$ cat src/inc/bfs_pkg.sv
// Package with constants, timing figures and state codes of the ballast fault supervisor.
package bfs_pkg;
  // ****************************************************************
  // Clock rate and timing figures
  // ****************************************************************
  localparam int unsigned CLK_HZ        = 10_000_000;
  localparam int unsigned CLK_NS        = 1_000_000_000 / CLK_HZ;
  localparam int unsigned T_INV_OC_NS   = 400;
  localparam int unsigned T_PFC_OC_NS   = 260;
  localparam int unsigned T_ILIM_NS     = 250;
  localparam int unsigned T_OPEN_NS     = 1_000;
  localparam int unsigned T_PFC_OV_NS   = 5_000;
  localparam int unsigned T_UV_NS       = 80_000;
  localparam int unsigned T_STARTOV_NS  = 10_000;
  localparam int unsigned T_SEVERE_NS   = 40_000;
  localparam int unsigned T_SEVERE_LIM_NS = 605_000;
  localparam int unsigned T_PREPOWER_US = 1_000;
  localparam int unsigned T_EOL_TICK_US = 4_000;
  localparam int unsigned T_EOL_LIM_MS  = 500;
  localparam int unsigned T_IGN_LIM_MS  = 235;
  localparam int unsigned T_PRERUN_MS   = 250;
  localparam int unsigned T_SOFT_MS     = 10;
  localparam int unsigned BLANK_CYCLES  = 32;

  // Least times round up to whole clock cycles, never below one.
  function automatic int unsigned ns_up(input int unsigned ns);
    int unsigned c;
    c = (ns + CLK_NS - 1) / CLK_NS;
    return (c < 1) ? 1 : c;
  endfunction

  localparam int unsigned CYC_INV_OC  = ns_up(T_INV_OC_NS);
  localparam int unsigned CYC_PFC_OC  = ns_up(T_PFC_OC_NS);
  localparam int unsigned CYC_ILIM    = ns_up(T_ILIM_NS);
  localparam int unsigned CYC_OPEN    = ns_up(T_OPEN_NS);
  localparam int unsigned CYC_PFC_OV  = ns_up(T_PFC_OV_NS);
  localparam int unsigned CYC_UV      = ns_up(T_UV_NS);
  localparam int unsigned CYC_STARTOV = ns_up(T_STARTOV_NS);
  localparam int unsigned CYC_SEVERE_TICK = ns_up(T_SEVERE_NS);
  localparam int unsigned SEVERE_LIM  = (T_SEVERE_LIM_NS + T_SEVERE_NS - 1) / T_SEVERE_NS;
  localparam int unsigned CYC_PREPOWER = T_PREPOWER_US * (1_000 / CLK_NS);
  localparam int unsigned CYC_EOL_TICK = T_EOL_TICK_US * (1_000 / CLK_NS);
  localparam int unsigned EOL_LIM     = (T_EOL_LIM_MS * 1_000 + T_EOL_TICK_US - 1) / T_EOL_TICK_US;
  localparam int unsigned CYC_IGN     = T_IGN_LIM_MS * 1_000 * (1_000 / CLK_NS);
  localparam int unsigned CYC_PRERUN  = T_PRERUN_MS * 1_000 * (1_000 / CLK_NS);
  localparam int unsigned CYC_SOFT    = T_SOFT_MS * 1_000 * (1_000 / CLK_NS);

  localparam int unsigned FW = 16;   // short filter counter width
  localparam int unsigned LW = 24;   // long timer width
  localparam int unsigned KW = 8;    // integration counter width

  // ****************************************************************
  // Operating phases, one-hot
  // ****************************************************************
  typedef enum logic [7:0] {
    BFS_OFF     = 8'b0000_0001,
    BFS_CHECK   = 8'b0000_0010,
    BFS_SOFT    = 8'b0000_0100,
    BFS_PREHEAT = 8'b0000_1000,
    BFS_IGNITE  = 8'b0001_0000,
    BFS_PRERUN  = 8'b0010_0000,
    BFS_RUN     = 8'b0100_0000,
    BFS_FAULT   = 8'b1000_0000
  } bfs_phase_t;

  // Per-phase enable mask bits: soft, preheat, ignite, prerun, run.
  typedef logic [4:0] bfs_mask_t;
  localparam bfs_mask_t MASK_ALL    = 5'b1_1111;
  localparam bfs_mask_t MASK_RUN    = 5'b1_0000;
  localparam bfs_mask_t MASK_SEVERE = 5'b1_0010;
  localparam bfs_mask_t MASK_IGNITE = 5'b0_0100;
endpackage

$ cat src/design/bfs_supervisor.sv
// Fault supervision and restart sequencing for a lamp ballast controller.
`timescale 1ns/1ps
`default_nettype none
// Operation
// Inverter overcurrent past filter: latch fault
// Mild capacitive persisting in run: latch fault
// Severe capacitive in preheat/run: latch fault
// Severe integrator samples every fixed period
// Low-side turn-on sample flags mild condition
// High-side turn-on sample flags severe condition
// Floating reference refreshed each low-side on-time
// Fault latch disables all drives immediately
// Blanking of 32 cycles before removal detection
// Latch clears after removal then reinsertion
// Undervoltage lockout resets latches, blocks start
// Bus undervoltage in run: drives off, unlatched
// Open filament in run: latch fault
// Lamp ratio or peak fault: latch fault
// Bus overvoltage in run: latch fault
// Overvoltage after power-up: drives off, unlatched
// Bus overvoltage holds PFC off until recovery
// Open loop bus: power down, unlatched
// No run frequency within ignition limit: latch
// Open filament before power-up blocks start
// PFC overcurrent turns PFC switch off
// Ignition current limit raises frequency
// End-of-life integration on fixed tick
// Pre-run period disables EOL and mild checks
// Track phase, gate detectors by mask
module bfs_supervisor
  import bfs_pkg::*;
(
  // Clock and reset; reset stands for the undervoltage lockout.
  input  wire logic clk_sys,
  input  wire logic sys_rst,
  // Supply comparators.
  input  wire logic vcc_above_start,
  input  wire logic vcc_above_uvlo,
  // Inverter and PFC comparators.
  input  wire logic lowside_current_sense,
  input  wire logic lowside_current_low,
  input  wire logic pfc_current_sense,
  input  wire logic bus_over,
  input  wire logic bus_recovered,
  input  wire logic bus_under,
  input  wire logic bus_open_loop,
  // Lamp and filament comparators.
  input  wire logic lamp_sense_input_one,
  input  wire logic lamp_sense_input_two,
  input  wire logic lamp_peak_fault,
  input  wire logic lamp_rectification_fault,
  input  wire logic filament_sense_pin,
  input  wire logic fil_open_level,
  input  wire logic fil_removal,
  input  wire logic fil_reinsert,
  input  wire logic fil_above_cap_offset,
  input  wire logic fil_below_cap_offset,
  // Gate drive timing and phase progress from the frequency generator.
  input  wire logic lowside_gate_on,
  input  wire logic highside_gate_on,
  input  wire logic preheat_done,
  input  wire logic run_freq_reached,
  input  wire logic blank_cycle_done,
  // Outputs.
  output var  logic gate_enable,
  output var  logic pfc_enable,
  output var  logic freq_raise,
  output var  logic fault_latched,
  output var  logic ref_refresh,
  output var  logic fil_cap_cycle,
  output var  logic mild_capacitive_condition,
  output var  logic severe_capacitive_condition,
  output var  logic [7:0] phase_out
);
  import bfs_pkg::*;

  // ****************************************************************
  // State
  // ****************************************************************
  typedef struct packed {
    bfs_phase_t      phase;
    logic [LW-1:0]   tmr;
    logic [FW-1:0]   f_invoc;
    logic [FW-1:0]   f_pfcoc;
    logic [FW-1:0]   f_ilim;
    logic [FW-1:0]   f_open;
    logic [FW-1:0]   f_pfcov;
    logic [FW-1:0]   f_uv;
    logic [FW-1:0]   f_pre;
    logic [FW-1:0]   sev_tick;
    logic [KW-1:0]   sev_cnt;
    logic [LW-1:0]   eol_tick;
    logic [KW-1:0]   eol_cnt;
    logic [5:0]      blank;
    logic            removed;
    logic            pfc_hold;
    logic            lsg_q;
    logic            hsg_q;
    logic            gate_en;
    logic            pfc_en;
    logic            raise;
    logic            latch;
    logic            mild;
    logic            severe;
    logic            refr;
    logic            capcyc;
    logic            need_cycle;
  } bfs_state_t;

  bfs_state_t s_q;
  bfs_state_t s_d;

  // Counts a filter up while the condition holds, clears it otherwise.
  function automatic logic [FW-1:0] filt(input logic c, input logic [FW-1:0] f,
                                         input int unsigned lim);
    if (!c) return '0;
    if (f >= FW'(lim)) return f;
    return f + FW'(1);
  endfunction

  function automatic logic [KW-1:0] updn(input logic c, input logic [KW-1:0] k);
    if (c) return (k == '1) ? k : k + KW'(1);
    return (k == '0) ? k : k - KW'(1);
  endfunction

  bfs_mask_t cur;
  always_comb begin
    unique case (s_q.phase)
      BFS_SOFT:    cur = 5'b0_0001;
      BFS_PREHEAT: cur = 5'b0_0010;
      BFS_IGNITE:  cur = 5'b0_0100;
      BFS_PRERUN:  cur = 5'b0_1000;
      BFS_RUN:     cur = 5'b1_0000;
      default:     cur = '0;
    endcase
  end

  logic active;
  logic lsg_rise;
  logic hsg_rise;
  logic run_on;
  logic eol_any;
  assign active   = |cur;
  assign lsg_rise = lowside_gate_on & ~s_q.lsg_q;
  assign hsg_rise = highside_gate_on & ~s_q.hsg_q;
  assign run_on   = |(cur & MASK_RUN);
  assign eol_any  = s_q.mild | fil_open_level | lamp_peak_fault
                  | lamp_rectification_fault | bus_over;

  // ****************************************************************
  // Next state
  // ****************************************************************
  always_comb begin
    logic go_latch;
    logic go_off;
    go_latch = 1'b0;
    go_off   = 1'b0;
    s_d      = s_q;
    s_d.lsg_q = lowside_gate_on;
    s_d.hsg_q = highside_gate_on;
    s_d.tmr   = s_q.tmr + LW'(1);

    s_d.f_invoc = filt(lowside_current_sense & active, s_q.f_invoc, CYC_INV_OC);
    s_d.f_pfcoc = filt(pfc_current_sense, s_q.f_pfcoc, CYC_PFC_OC);
    s_d.f_ilim  = filt(lowside_current_low & |(cur & MASK_IGNITE), s_q.f_ilim, CYC_ILIM);
    s_d.f_open  = filt(bus_open_loop & active, s_q.f_open, CYC_OPEN);
    s_d.f_pfcov = filt(bus_over & active, s_q.f_pfcov, CYC_PFC_OV);
    s_d.f_uv    = filt(bus_under & run_on, s_q.f_uv, CYC_UV);

    // Capacitive sampling at the gate turn-on edges.
    s_d.refr = lowside_gate_on & active;
    if (lsg_rise && active) begin
      s_d.mild = fil_above_cap_offset;
    end
    if (hsg_rise && active) begin
      s_d.severe = fil_below_cap_offset;
    end

    // Severe integrator, only where the mask allows it.
    if (|(cur & MASK_SEVERE)) begin
      if (s_q.sev_tick >= FW'(CYC_SEVERE_TICK - 1)) begin
        s_d.sev_tick = '0;
        s_d.sev_cnt  = updn(s_q.severe, s_q.sev_cnt);
      end else begin
        s_d.sev_tick = s_q.sev_tick + FW'(1);
      end
    end else begin
      s_d.sev_tick = '0;
      s_d.sev_cnt  = '0;
    end

    // Shared end-of-life integrator, run phase only.
    if (run_on) begin
      if (s_q.eol_tick >= LW'(CYC_EOL_TICK - 1)) begin
        s_d.eol_tick = '0;
        s_d.eol_cnt  = updn(eol_any, s_q.eol_cnt);
      end else begin
        s_d.eol_tick = s_q.eol_tick + LW'(1);
      end
    end else begin
      s_d.eol_tick = '0;
      s_d.eol_cnt  = '0;
    end

    // PFC overvoltage hold with hysteresis.
    if (s_q.f_pfcov >= FW'(CYC_PFC_OV)) begin
      s_d.pfc_hold = 1'b1;
    end else if (bus_recovered) begin
      s_d.pfc_hold = 1'b0;
    end

    if (s_q.f_invoc >= FW'(CYC_INV_OC)) go_latch = 1'b1;
    if (s_q.eol_cnt >= KW'(EOL_LIM)) go_latch = 1'b1;
    if (s_q.sev_cnt >= KW'(SEVERE_LIM)) go_latch = 1'b1;
    if (s_q.phase == BFS_IGNITE && s_q.tmr >= LW'(CYC_IGN)) go_latch = 1'b1;
    if (s_q.f_uv >= FW'(CYC_UV)) go_off = 1'b1;
    if (s_q.f_open >= FW'(CYC_OPEN)) go_off = 1'b1;
    if (!vcc_above_uvlo) go_off = 1'b1;

    unique case (s_q.phase)
      BFS_OFF: begin
        s_d.tmr = '0;
        s_d.latch = 1'b0;
        s_d.f_pre = '0;
        // An unlatched stop may only restart once the supply has dipped below lockout.
        if (vcc_above_uvlo && !s_q.need_cycle) s_d.phase = BFS_CHECK;
      end
      BFS_CHECK: begin
        s_d.f_pre = filt(fil_open_level | ~lamp_sense_input_one | ~lamp_sense_input_two,
                         s_q.f_pre, CYC_PREPOWER);
        // The check runs a full filter time first, so an open filament can mature
        // before the bridge starts; the timer then holds instead of wrapping.
        if (s_q.tmr >= LW'(CYC_PREPOWER)) s_d.tmr = s_q.tmr;
        if (!vcc_above_uvlo) begin
          s_d.phase = BFS_OFF;
        end else if (vcc_above_start && s_q.tmr >= LW'(CYC_PREPOWER)
                     && s_q.f_pre < FW'(CYC_PREPOWER) && !bus_open_loop) begin
          s_d.phase = BFS_SOFT;
          s_d.tmr   = '0;
        end
      end
      BFS_SOFT: begin
        if (s_q.tmr >= LW'(CYC_SOFT)) begin
          s_d.phase = BFS_PREHEAT;
          s_d.tmr = '0;
        end
      end
      BFS_PREHEAT: begin
        if (preheat_done) begin
          s_d.phase = BFS_IGNITE;
          s_d.tmr = '0;
        end
      end
      BFS_IGNITE: begin
        if (run_freq_reached) begin
          s_d.phase = BFS_PRERUN;
          s_d.tmr = '0;
        end
      end
      BFS_PRERUN: begin
        if (s_q.tmr >= LW'(CYC_PRERUN)) begin
          s_d.phase = BFS_RUN;
          s_d.tmr = '0;
        end
      end
      BFS_RUN: begin
        s_d.tmr = '0;
      end
      BFS_FAULT: begin
        s_d.tmr = '0;
        if (s_q.blank < 6'(BLANK_CYCLES)) begin
          s_d.capcyc = 1'b1;
          if (blank_cycle_done) s_d.blank = s_q.blank + 6'(1);
        end else begin
          s_d.capcyc = 1'b0;
          if (fil_removal) s_d.removed = 1'b1;
          if (s_q.removed && fil_reinsert) begin
            s_d.latch = 1'b0;
            s_d.phase = BFS_CHECK;
          end
        end
      end
      default: s_d.phase = BFS_OFF;
    endcase

    // Startup overvoltage: no gate drive, wait for the supply to cycle.
    if (s_q.phase == BFS_SOFT && s_q.tmr == LW'(CYC_STARTOV) && bus_over) begin
      go_off = 1'b1;
    end

    if (go_latch && active) begin
      s_d.phase   = BFS_FAULT;
      s_d.latch   = 1'b1;
      s_d.blank   = '0;
      s_d.removed = 1'b0;
      s_d.capcyc  = 1'b1;
    end else if (go_off && s_q.phase != BFS_FAULT) begin
      // Unlatched stop: the restart needs a full supply hysteresis cycle.
      s_d.phase      = BFS_OFF;
      s_d.need_cycle = 1'b1;
    end
    if (!vcc_above_uvlo) begin
      s_d.phase      = BFS_OFF;
      s_d.latch      = 1'b0;
      s_d.need_cycle = 1'b0;
    end

    // Drives follow the next phase, so any shutdown acts in one edge.
    s_d.gate_en = s_d.phase inside {BFS_SOFT, BFS_PREHEAT, BFS_IGNITE, BFS_PRERUN, BFS_RUN};
    s_d.pfc_en  = s_d.gate_en & ~s_d.pfc_hold
                & ~(pfc_current_sense && s_d.f_pfcoc >= FW'(CYC_PFC_OC));
    s_d.raise   = s_d.f_ilim >= FW'(CYC_ILIM);
    if (!s_d.gate_en) begin
      s_d.mild   = 1'b0;
      s_d.severe = 1'b0;
      s_d.refr   = 1'b0;
    end
  end

  always_ff @(posedge clk_sys) begin
    if (sys_rst) begin
      s_q <= '{phase: BFS_OFF, default: '0};
    end else begin
      s_q <= s_d;
    end
  end

  // ****************************************************************
  // Outputs straight from flip-flops
  // ****************************************************************
  always_comb begin
    gate_enable                 = s_q.gate_en;
    pfc_enable                  = s_q.pfc_en;
    freq_raise                  = s_q.raise;
    fault_latched               = s_q.latch;
    ref_refresh                 = s_q.refr;
    fil_cap_cycle               = s_q.capcyc;
    mild_capacitive_condition   = s_q.mild;
    severe_capacitive_condition = s_q.severe;
    phase_out                   = s_q.phase;
  end
endmodule
`default_nettype wire

$ cat config.mk
export PLATFORM = sky130hd
export DESIGN_NAME = bfs_supervisor
export DESIGN_NICKNAME = d
export VERILOG_FILES = /design/src/inc/bfs_pkg.sv /design/src/design/bfs_supervisor.sv
export SDC_FILE = /design/constraint.sdc
export NUM_CORES = 1
export LEC_CHECK = 0
export BUFFER_PORTS_ARGS = -buffer_cell sky130_fd_sc_hd__buf_2
export CORE_AREA = 4 4 168 170
export CTS_CLUSTER_SIZE = 16
export DETAILED_ROUTE_END_ITERATION = 8
export DIE_AREA = 0 0 172 174
export GPL_TIMING_DRIVEN = 0
export HOLD_SLACK_MARGIN = 0.06
export SKIP_CTS_REPAIR_TIMING = 1
export SLEW_MARGIN = 0
export SYNTH_ARGS = -nofsm -noshare
export SYNTH_HDL_FRONTEND = slang
export SYNTH_SLANG_ARGS = --single-unit
$ cat constraint.sdc
create_clock -name clk_sys -period 7.1 [get_ports clk_sys]
set_input_delay 0.355 -clock clk_sys [delete_from_list [all_inputs] [get_ports clk_sys]]
set_output_delay 0.355 -clock clk_sys [all_outputs]
set_load 0.05 [all_outputs]
## Word-level counts from Yosys, hierarchy flattened

Index checks and enable logic that the tools add are counted.

- Register bits after elaboration: 219
- Logic and storage cells: 246

- $add $sub $neg: 15
- $lt $le $gt $ge: 19
- Eq/ne operators: 28
- Muxes and demuxes: 91
- Bitwise gates (word level): 28
- Reduce and logical (&&, ||, !) cells: 38

Operators by type and width:

| operator | number |
|---|---|
| $mux 16 | 28 |
| $mux 32 | 5 |
| $pmux 24 s6 | 1 |
| $add 16x1->16 const B | 8 |
| $mux 8 | 14 |
| $ge 16x2->1 const B | 4 |
| $pmux 8 s8 | 1 |
| $add 24x1->24 const B | 2 |
| $ge 24x22->1 const B | 2 |
| $mux 24 | 2 |
| $mux 1 | 37 |
| $pmux 16 s2 | 1 |
| $pmux 5 s5 | 1 |
| $eq 24x7->1 const B | 1 |
| $eq 8x8->1 const B | 3 |
| $ge 24x14->1 const B | 1 |
| $ge 24x16->1 const B | 1 |
| $ge 24x17->1 const B | 1 |
| $ne 3x3->1 const B | 8 |
| $add 8x1->8 const B | 2 |
| $eq 8x3->1 const B | 2 |
| $eq 8x4->1 const B | 2 |
| $eq 8x5->1 const B | 2 |
| $eq 8x6->1 const B | 2 |
| other kinds (33) | 88 |

## Depth between registers and ports, before layout

Gate-level depths: netlist of the first run.

- Depth in word-level cells: 13
- Mapped depth: 11
- Mapped depth without buffers: 11

## Worst setup path after synthesis of the first run

No wires, ideal clock.

- Kind: reg-to-reg
- Start point: reg s_q (netlist bit severe_capacitive_condition)
- End point: reg s_q[58] in the netlist's numbering
- Arrival: 2.612 ns
- Required time: 7.029 ns
- Setup slack: 4.417 ns
- Cell stages (with the launch flop): 10
- Buffers on the path: 0
- Clock period less this slack: 2.683 ns
- Cells stage by stage: dfxtp_1 > inv_1 > ha_1 > a21o_1 > a21oi_1 > o21ai_0 > o41ai_1 > xnor2_1 > or3_1 > a21oi_1

- Longest elaborated chain between the ends: 5

RTL lines:

| element | line | text |
|---|---|---|
| from (decl) | bfs_supervisor.sv:110 | `bfs_state_t s_q;` |
| from (signal assigned) | bfs_supervisor.sv:322 | `s_q <= '{phase: BFS_OFF, default: '0};` |
| from (signal assigned) | bfs_supervisor.sv:324 | `s_q <= s_d;` |
| $mux 1 | bfs_supervisor.sv:122 | `if (c) return (k == '1) ? k : k + KW'(1);` |
| $mux 1 | bfs_supervisor.sv:181 | `if (s_q.sev_tick >= FW'(CYC_SEVERE_TICK - 1)) begin` |
| $mux 1 | bfs_supervisor.sv:180 | `if (\|(cur & MASK_SEVERE)) begin` |
| $ne 3x3->1 (no source line) or $ne 2x2->1 (tied branches) | -- |  |
| $reduce_and 3->1 (no source line) | -- |  |

Several ways; a longest one is shown, not always the timed one. The select of a mux whose other input is x is not followed.
A chain may end at the register's enable or synchronous reset.

## Worst setup path in the final report of the first run

- Start point: reg s_q[177] in the netlist's numbering
- End point: reg s_q (netlist bit pfc_enable)

- Longest elaborated chain between the ends: 12

RTL lines:

| element | line | text |
|---|---|---|
| $ge 16x3->1 (*) | bfs_supervisor.sv:212 | `if (s_q.f_invoc >= FW'(CYC_INV_OC)) go_latch = 1'b1;` |
| $mux 1 (*) | bfs_supervisor.sv:212 |  |
| $mux 1 (*) | bfs_supervisor.sv:213 | `if (s_q.eol_cnt >= KW'(EOL_LIM)) go_latch = 1'b1;` |
| $mux 1 (*) | bfs_supervisor.sv:214 | `if (s_q.sev_cnt >= KW'(SEVERE_LIM)) go_latch = 1'b1;` |
| $mux 1 (*) | bfs_supervisor.sv:215 | `if (s_q.phase == BFS_IGNITE && s_q.tmr >= LW'(CYC_IGN)) go_latch = 1'b1;` |
| $logic_and 1x1->1 (*) | bfs_supervisor.sv:291 | `if (go_latch && active) begin` |
| $mux 8 (*) | bfs_supervisor.sv:291 |  |
| $mux 8 (*) | bfs_supervisor.sv:302 | `if (!vcc_above_uvlo) begin` |
| $eq 8x3->1 (tied with other cells) | bfs_supervisor.sv:309 | `s_d.gate_en = s_d.phase inside {BFS_SOFT, BFS_PREHEAT, BFS_IGNITE, BFS_PRERUN, BFS_RUN};` |
| $reduce_bool 5->1 (*) | bfs_supervisor.sv:309 |  |
| $and 1x1->1 (*) | bfs_supervisor.sv:310 | `s_d.pfc_en = s_d.gate_en & ~s_d.pfc_hold` |
| $and 1x1->1 (*) | bfs_supervisor.sv:311 | `& ~(pfc_current_sense && s_d.f_pfcoc >= FW'(CYC_PFC_OC));` |

Every way passes the cells marked *; elsewhere a longest branch is shown, timed or not.

==> metrics list, run 1 <==
- The number of hold violations in the final report was 0.
* Avg Synthesized Cell Area: just under 9 um^2
- Setup slack of the critical path after layout: 4.23 ns
- Of all nets on the critical path, the largest fanout is 7.
- Of all cell types, the one taking the most synthesized area is dfxtp_1.
- Share of cells above drive strength 1: just over 10%
- Pwr dens: between 200 and 300 nW/um^2
- Number of placed instances with taps included: 1459
- Routing usage on met1: 18.1%
- Clock-pin slew was measured on the worst setup and hold paths at 0.06 ns.
- Detailed placement ended at an HPWL of around 15 mm.
- CTS built an H-tree with a depth of 1.
- The area growth from synthesis to layout is 17.6%.
- Final number of setup-violating endpoints: 0
* Routability Congestion: 0.860
- The startpoint identified for the worst register-to-register timing path is s_q[177]$_SDFFE_PP0P_.
- Dividing the detail-routed via count by the number of cells gives 5.01.
- Via total after detailed routing: 7566
- Final setup skew: 0.0128 ns
- Number of filler cells placed in the layout: 2629
- Register-to-register setup slack: 4.23 ns
* # rows: 60
- For this run, the leading register cell type out of synthesis is dfxtp_1.
- The number of pins with negative max-slew slack in the final report is 0.
- Slowest library cell on the worst path: nor4b_1
- The via count of the first global-routing pass was 6999.
- The first detailed-routing pass ran for 5 iterations.
* Area fraction of the dominant cell type after synthesis: about 46%
* Count of yosys warnings during synthesis: 0
* Worst-Skew Late Latency: 0.52 ns
* Cells on worst reg2reg path: 8
- TritonCTS built the clock tree.
- Port-buffer cells: 39
* Total negative slack for setup checks: 0 ns
- Root Driver: clkbuf_16
- Sum of buffers and inverters on the critical path: 1
* Core Box Area: 26700 um^2
* Number of clock sinks: roughly 220
- Total Routing Usage GR: a little over an eighth
* DRC violations left: 0
- Counting I/O delays and the setup requirement, the final critical path takes 2.87 ns.
- Max-Slew Margin vs Limit: between 30% and 40%
* Slew of the pin with the lowest slew margin: ~0.92 ns
* Number of violations of the max-capacitance limit: 0
- The flow ran to the end, and the final reports show no timing, DRC or antenna violations.
* Die area: 29900 um^2
- The critical path in this run is classified as reg2reg.
- Maximum buffer depth of the clock tree: 3
- Pin placement for this block handled 42 I/O pins.
- The count of cells in the finished layout, fillers not included, comes to ~1500.
* Largest net degree at the start of global routing: 15
- In this run the cell area of the synthesized design comes to 9450 um^2.
* Cells after synthesis: 1065
- Counting flops with an async set or reset pin after synthesis yields a share of 0%.
- Reg2reg end: pfc_enable$_SDFF_PP0_
- For met2 alone, demand over resource in global routing was between 20% and 30%.
- The number of antenna violations at the first check in global routing is 1.
- Global routing finished with a remaining overflow of 0.
- Critical path required time: 7.54 ns
- The signal on the critical path passes through nor4_2 > nand4_2 > nor4b_1 > a31o_1 > or4b_1 > buf_2 > o21bai_4 > a211oi_2.
- Biggest cell delay along the critical path: 0.48 ns
- Share of the clock period used by the worst path after layout: 40.5%
- Portion of the post-synthesis area used by sequential elements: a little under half
- For hold timing, the worst endpoint is s_q[12]$_SDFFE_PP0P_.
- The global routing stage identified its most utilized layer as met2.
- Unrepaired setup endpoints after global routing: false
* Floorplan die width: 172 um
* First-pass GRT wire length: 33.8 mm
- Prior to clock tree synthesis, the placed netlist has a worst setup slack of approximately 4.2 ns.
- Detail-routed net length per standard cell: 13.5 um
- Final net count: 1204
* Origin of the worst min-delay path: fil_removal
- STA classifies the critical path startpoint as a register.
* Cell types with the highest counts after synthesis: dfxtp_1, nor2_1, nand2_1
- The analysis attributes to cell leakage a power of 4.46 nW.
- After synthesis the netlist holds a flip-flop and latch count of 219.
* TritonCTS buffer count: 26
* Initial Util: 35.4%
- GR Util met3: 2.50%
- The worst-case IR drop observed on VDD is 0.150 mV.
- Total wire length after detailed routing: 20.4 mm
* Kind of cell adding the most delay to the critical path: simple AND/OR/NAND/NOR gates
- Number of DRC markers in iteration 0: 537
- Hold WC Path Type: in2reg
- Synthesis instantiated around 80 different standard cells from the library.
- Post-route standard cell area excluding fillers: 11100 um^2
* Most repeated cell in the gate-level netlist after synthesis: dfxtp_1
* Antenna viol nets, final: 0
- Peak clock frequency supported by timing: roughly 350 MHz
* Total cell area at the placement stage: about 10000 um^2
- Area contributors post-synth: dfxtp_1, nor2_1, and3_1
- STA classifies the critical path endpoint as a register.
* Post-synth EDFFs: 0
* Worst hold stages: 3
* Die outline height: 174 um
* Critical path data arrival time: 3.31 ns
routing by layer:
| metal | share of wire [%] | wire (um) |
|---|---|---|
| met1 | 48 | 9870 |
| met4 | 3.0 | 618 |
| met2 | 45 | 9100 |
| met5 | 0 | 0 |
| met3 | 4.0 | 813 |
layout by cell type (no fill, tap or decap), types with 10 or more instances in the layout:
master / instances
nand3_1: 50
o21ai_0: 25
inv_1: 26
nor3_1: 15
buf_2: 42
nor2b_1: 14
and2_1: 35
nor2_1: 145
xor2_1: 35
nand4_1: 22
a21oi_1: 46
xnor2_1: 28
clkbuf_1: 33
dfxtp_1: 219
nor4_1: 22
or3_1: 10
a31oi_1: 13
nand2_1: 101
clkbuf_16: 27
ha_1: 29
conb_1: 15
and3_1: 64
cell type report:
type	count	area [um^2]	share of cell area, %
well taps	341	427	3.84
diodes	1	2.50	0.0225
inverters	27	101	0.912
flip-flops and latches	219	4380	39.5
clock buffers	33	728	6.55
repair buffers	40	205	1.85
multi-input cells	791	4820	43.4
clock inverters	15	248	2.23
plain buffers	42	195	1.76
state kept, by name, indices dropped and copies added (netlist names):
signal	cells
fil_cap_cycle	1
s_q	203
freq_raise	1
pfc_enable	1
severe_capacitive_condition	1
ref_refresh	1
fault_latched	1
phase_out	8
gate_enable	1
mild_capacitive_condition	1
how the worst max path moves through the flow:
stage	end	cells after the start	slack, ns	start
floorplan	s_q[58]$_SDFFE_PP0P_	9	4.42	severe_capacitive_condition$_SDFFE_PP0P_
global placement	ref_refresh$_SDFF_PP0_	8	4.20	s_q[181]$_SDFFE_PP0P_
detailed placement	pfc_enable$_SDFF_PP0_	8	4.17	s_q[177]$_SDFFE_PP0P_
CTS	pfc_enable$_SDFF_PP0_	8	4.16	s_q[177]$_SDFFE_PP0P_
global route	s_q[203]$_SDFF_PP0_	8	3.96	s_q[208]$_SDFF_PP0_
finish	pfc_enable$_SDFF_PP0_	8	4.23	s_q[177]$_SDFFE_PP0P_
power breakdown:
group,internal [mW],switching [mW],total (mW)
combinational,0.0214,0.0380,0.0594
clock,0.948,0.533,1.48
sequential,1.24,0.00461,1.24
worst register-to-register path, cell delays in order, from the launching register on:
cell      delay (ns)
dfxtp_1         0.31
nor4_2          0.31
nand4_2         0.24
nor4b_1         0.48
a31o_1          0.37
or4b_1          0.45
buf_2           0.18
o21bai_4        0.25
a211oi_2        0.21
stage by stage:
stage / total power, mW / hold slack [ns] / util [%]
floorplan: 1.30 / 0.413 / -
global placement: 1.33 / 0.427 / 37.9
detailed placement: 1.33 / 0.441 / 37.9
CTS: 2.82 / 0.0319 / 41.5
global route: 2.88 / 0.0772 / 41.6
finish: 2.78 / 0.0967 / 41.6
kinds of logic (layout without fill, tap and decap cells):
kind of cell,count (synthesis),count (layout),synth area share [%]
AND/OR/NAND/NOR,533,533,29.5
AO/OA/AOI/OAI,140,140,9.83
other,1,16,0.0397
buffers and inverters,69,157,3.14
adder cells (fa/ha/maj),31,31,4.26
flip-flops,219,219,46.4
multiplexers,9,9,0.953
XOR/XNOR,63,63,5.84
(Power assumes the default switching activity.)
==> inputs of run 2 (changes only) <==
Clock period 7.1 ns to 2.3 ns, I/O delays scaled along.
==> metrics list, run 2 (synthesis results as in run 1) <==
- Critical path data arrival time: 3.05 ns (-0.26 ns)
* H-Tree Depth: 1 (unchanged)
- Worst-Skew Late Latency: 0.52 ns (about the same)
* Slew of the pin with the lowest slew margin: 0.649 ns (-0.271 ns)
* Cells on worst reg2reg path: 8 (unchanged)
- Unrepaired setup endpoints after global routing: true
- Worst hold stages: 3 (unchanged)
* Final number of setup-violating endpoints: 11 (+11)
* Total wire length after detailed routing: 21.8 mm (+6.8%)
* Origin of the worst min-delay path: bus_over
* Hold endpoint: s_q[107]$_SDFFE_PP0P_
- Core Box Area: 26700 um^2 (unchanged)
- The chip height was 174 um (unchanged).
* Final net count: 1256 (+4.3%)
* Sum of overflow across all layers after global routing: 0 (unchanged)
* Final Core Density: 45.4% (+3.8 points)
- Detail-routed net length per standard cell: 14.0 um (+3.5%)
- The part of the total power dissipated in the clock network came to 49.4% (-3.9 points).
- The clock tree skew after final layout came to 0.0193 ns (+0.00653 ns).
- Pwr dens: 664 nW/um^2 (+170%)
- The number of detailed-routing iterations run before antenna repair was 5 (unchanged).
- The maximum clock frequency came to 379 MHz (+8.8%).
- The number of vias in the routed layout is 7685 (+1.6%).
- Hold WC Path Type: in2reg
- The register-to-register setup slack came to -0.34 ns (-4.57 ns).
- The net switching share of the total power was 20.9% (+0.15 points).
- The effective utilization at floorplan came to 35.4% (unchanged).
* Hold Vio Cnt, Final: 0 (unchanged)
* Post-detailed-route via-to-cell ratio: 4.94 (-1.6%)
* Routability Congestion: 0.833 (-3.1%)
* Worst setup EP type: register
* Total negative slack for setup checks: -1.79 ns (-1.79 ns)
* Status: complete, but fails checks
* Largest net degree at the start of global routing: 15 (unchanged)
- Ranked by flip-flop count, first place goes to s_q.
- The detailed-route DRC error count came to 0 (unchanged).
- The flip-flop count of the largest register after layout came to 203 (unchanged).
- The number of clock buffers inserted by TritonCTS was 24 (-7.7%).
* Violated checks: setup timing
* I/O pin count: 42 (unchanged)
- The count of maximum capacitance violations was 0 (unchanged).
* Most used cells in the layout excluding fill and tap cells: dfxtp_1, nor2_1, nand2_1
- Share of cells above drive strength 1: 21.9% (+12 points)
* Cell internal pwr: 6.37 mW (+190%)
- Initial antenna violation count: 0 (-1)
- The worst-case clock buffer depth came to 3 (unchanged).
- Power share of the combinational group: 3.2% (+1.1 points)
- By startpoint and endpoint, the worst setup path is classified as reg2reg.
- The number of pins with negative max-slew slack in the final report was 0 (unchanged).
- Number of DRC markers in iteration 0: 463 (-14%)
* Share of the clock period used by the worst path after layout: 115% (+74 points)
- Worst reg2reg startpoint: s_q[184]$_SDFFE_PP0P_
* Max-Slew Margin vs Limit: 56.8% (+19 points)
- Number of filler cells placed in the layout: 2594 (-1.3%)
- Leakage power total: 4.80 nW (+7.7%)
* Floorplan die width: 172 um (unchanged)
- In this run the critical register-to-register path is captured at pfc_enable$_SDFF_PP0_.
- Worst-path clk slew: 0.06 ns (about the same)
- TritonCTS built the clock tree.
- CP startpoint kind: register
- Antenna viol nets, final: 0 (unchanged)
- The number of sinks handled by clock tree synthesis was 219 (unchanged).
- Area overhead of the layout relative to synthesis: 28.3%
* Number of antenna cells inserted: 0 (-1)
- The die area is 29900 um^2 (unchanged).
- Port-buffer cells: 39 (unchanged)
- Number of global-route vias before repair: 6866 (-1.9%)
* Critical path required time: 2.71 ns (-4.83 ns)
* # rows: 60 (unchanged)
- The shortest clock period the worst path allows after layout is 2.64 ns (-0.233 ns).
- The least setup slack across all paths after layout is -0.340 ns (-4.57 ns).
* Switching component of the power: 1.68 mW (+190%)
- Largest fanout on the critical path: 5 (-2)
- HPWL after detailed placement: 14.6 mm (-0.51%)
- The part of the power in registers is 47.5% (+2.9 points).
- Total Routing Usage GR: 13.2% (-0.18 points)
- The peak supply drop is 0.521 mV (+250%).
- Commonest non-fill, non-tap cell in the layout: dfxtp_1
- Clock tree synthesis selected as its root buffer the cell clkbuf_16.
- First-pass GRT wire length: 33.3 mm (-1.2%)
run 2: worst max-delay path: stages (launching register included):
cell      delay [ns]
dfxtp_2         0.33
nor4_4          0.34
nand4_4         0.19
nor4b_4         0.40
a31o_4          0.24
or4b_4          0.46
buf_6           0.13
o21bai_4        0.20
a211oi_2        0.24
run 2: layout make-up:
class / count / area, um^2 / area share [%]
clock inverter: 10 / 135 / 1.11
inverter: 27 / 108 / 0.888
sequential: 219 / 4440 / 36.6
multi-input combinational: 793 / 5410 / 44.6
timing repair buffer: 101 / 716 / 5.90
clock buffer: 33 / 696 / 5.74
buffer: 33 / 194 / 1.60
tap: 341 / 427 / 3.52
run 2: metal layers:
layer,part of all wire [%],routed length [um],GRT usage (%)
met1,48,10400,18.7
met2,45,9710,20.6
met3,4.5,989,2.25
met4,3.3,728,3.73
met5,0,0,0
run 2: worst max-delay path by stage:
stage | start | endpoint | slack, ns | cells past startpoint
after floorplan | s_q[187]$_SDFF_PP0_ | s_q[209]$_SDFF_PP0_ | 0.002 | 8
after global placement | s_q[55]$_SDFFE_PP0P_ | pfc_enable$_SDFF_PP0_ | -0.66 | 7
after detailed placement | s_q[55]$_SDFFE_PP0P_ | pfc_enable$_SDFF_PP0_ | -0.64 | 7
after CTS | s_q[55]$_SDFFE_PP0P_ | pfc_enable$_SDFF_PP0_ | -0.66 | 7
after global routing | s_q[184]$_SDFFE_PP0P_ | pfc_enable$_SDFF_PP0_ | -0.44 | 8
final | s_q[184]$_SDFFE_PP0P_ | pfc_enable$_SDFF_PP0_ | -0.34 | 8
run 2: power by group through the flow:
stage               Sequential [mW]  Combinational (mW)  Clock (mW)
global route                   3.82               0.280        4.24
CTS                            3.83               0.184        4.10
global placement               3.91               0.180           0
detailed placement             3.91               0.182           0
floorplan                      3.91               0.114           0
finish                         3.82               0.255        3.97
run 2: stage by stage:
step / hold WS, ns / instance area [um^2] / power (mW) / std cells / worst slack, ns
floorplan: 0.205 / 9530 / 4.02 / 1079 / 0.00248
global placement: 0.348 / 10100 / 4.09 / 1459 / -0.657
detailed placement: 0.358 / 10100 / 4.10 / 1459 / -0.643
CTS: -0.187 / 11000 / 8.11 / 1502 / -0.655
global route: 0.0730 / 12100 / 8.34 / 1557 / -0.441
finish: 0.0369 / 12100 / 8.05 / 1557 / -0.340
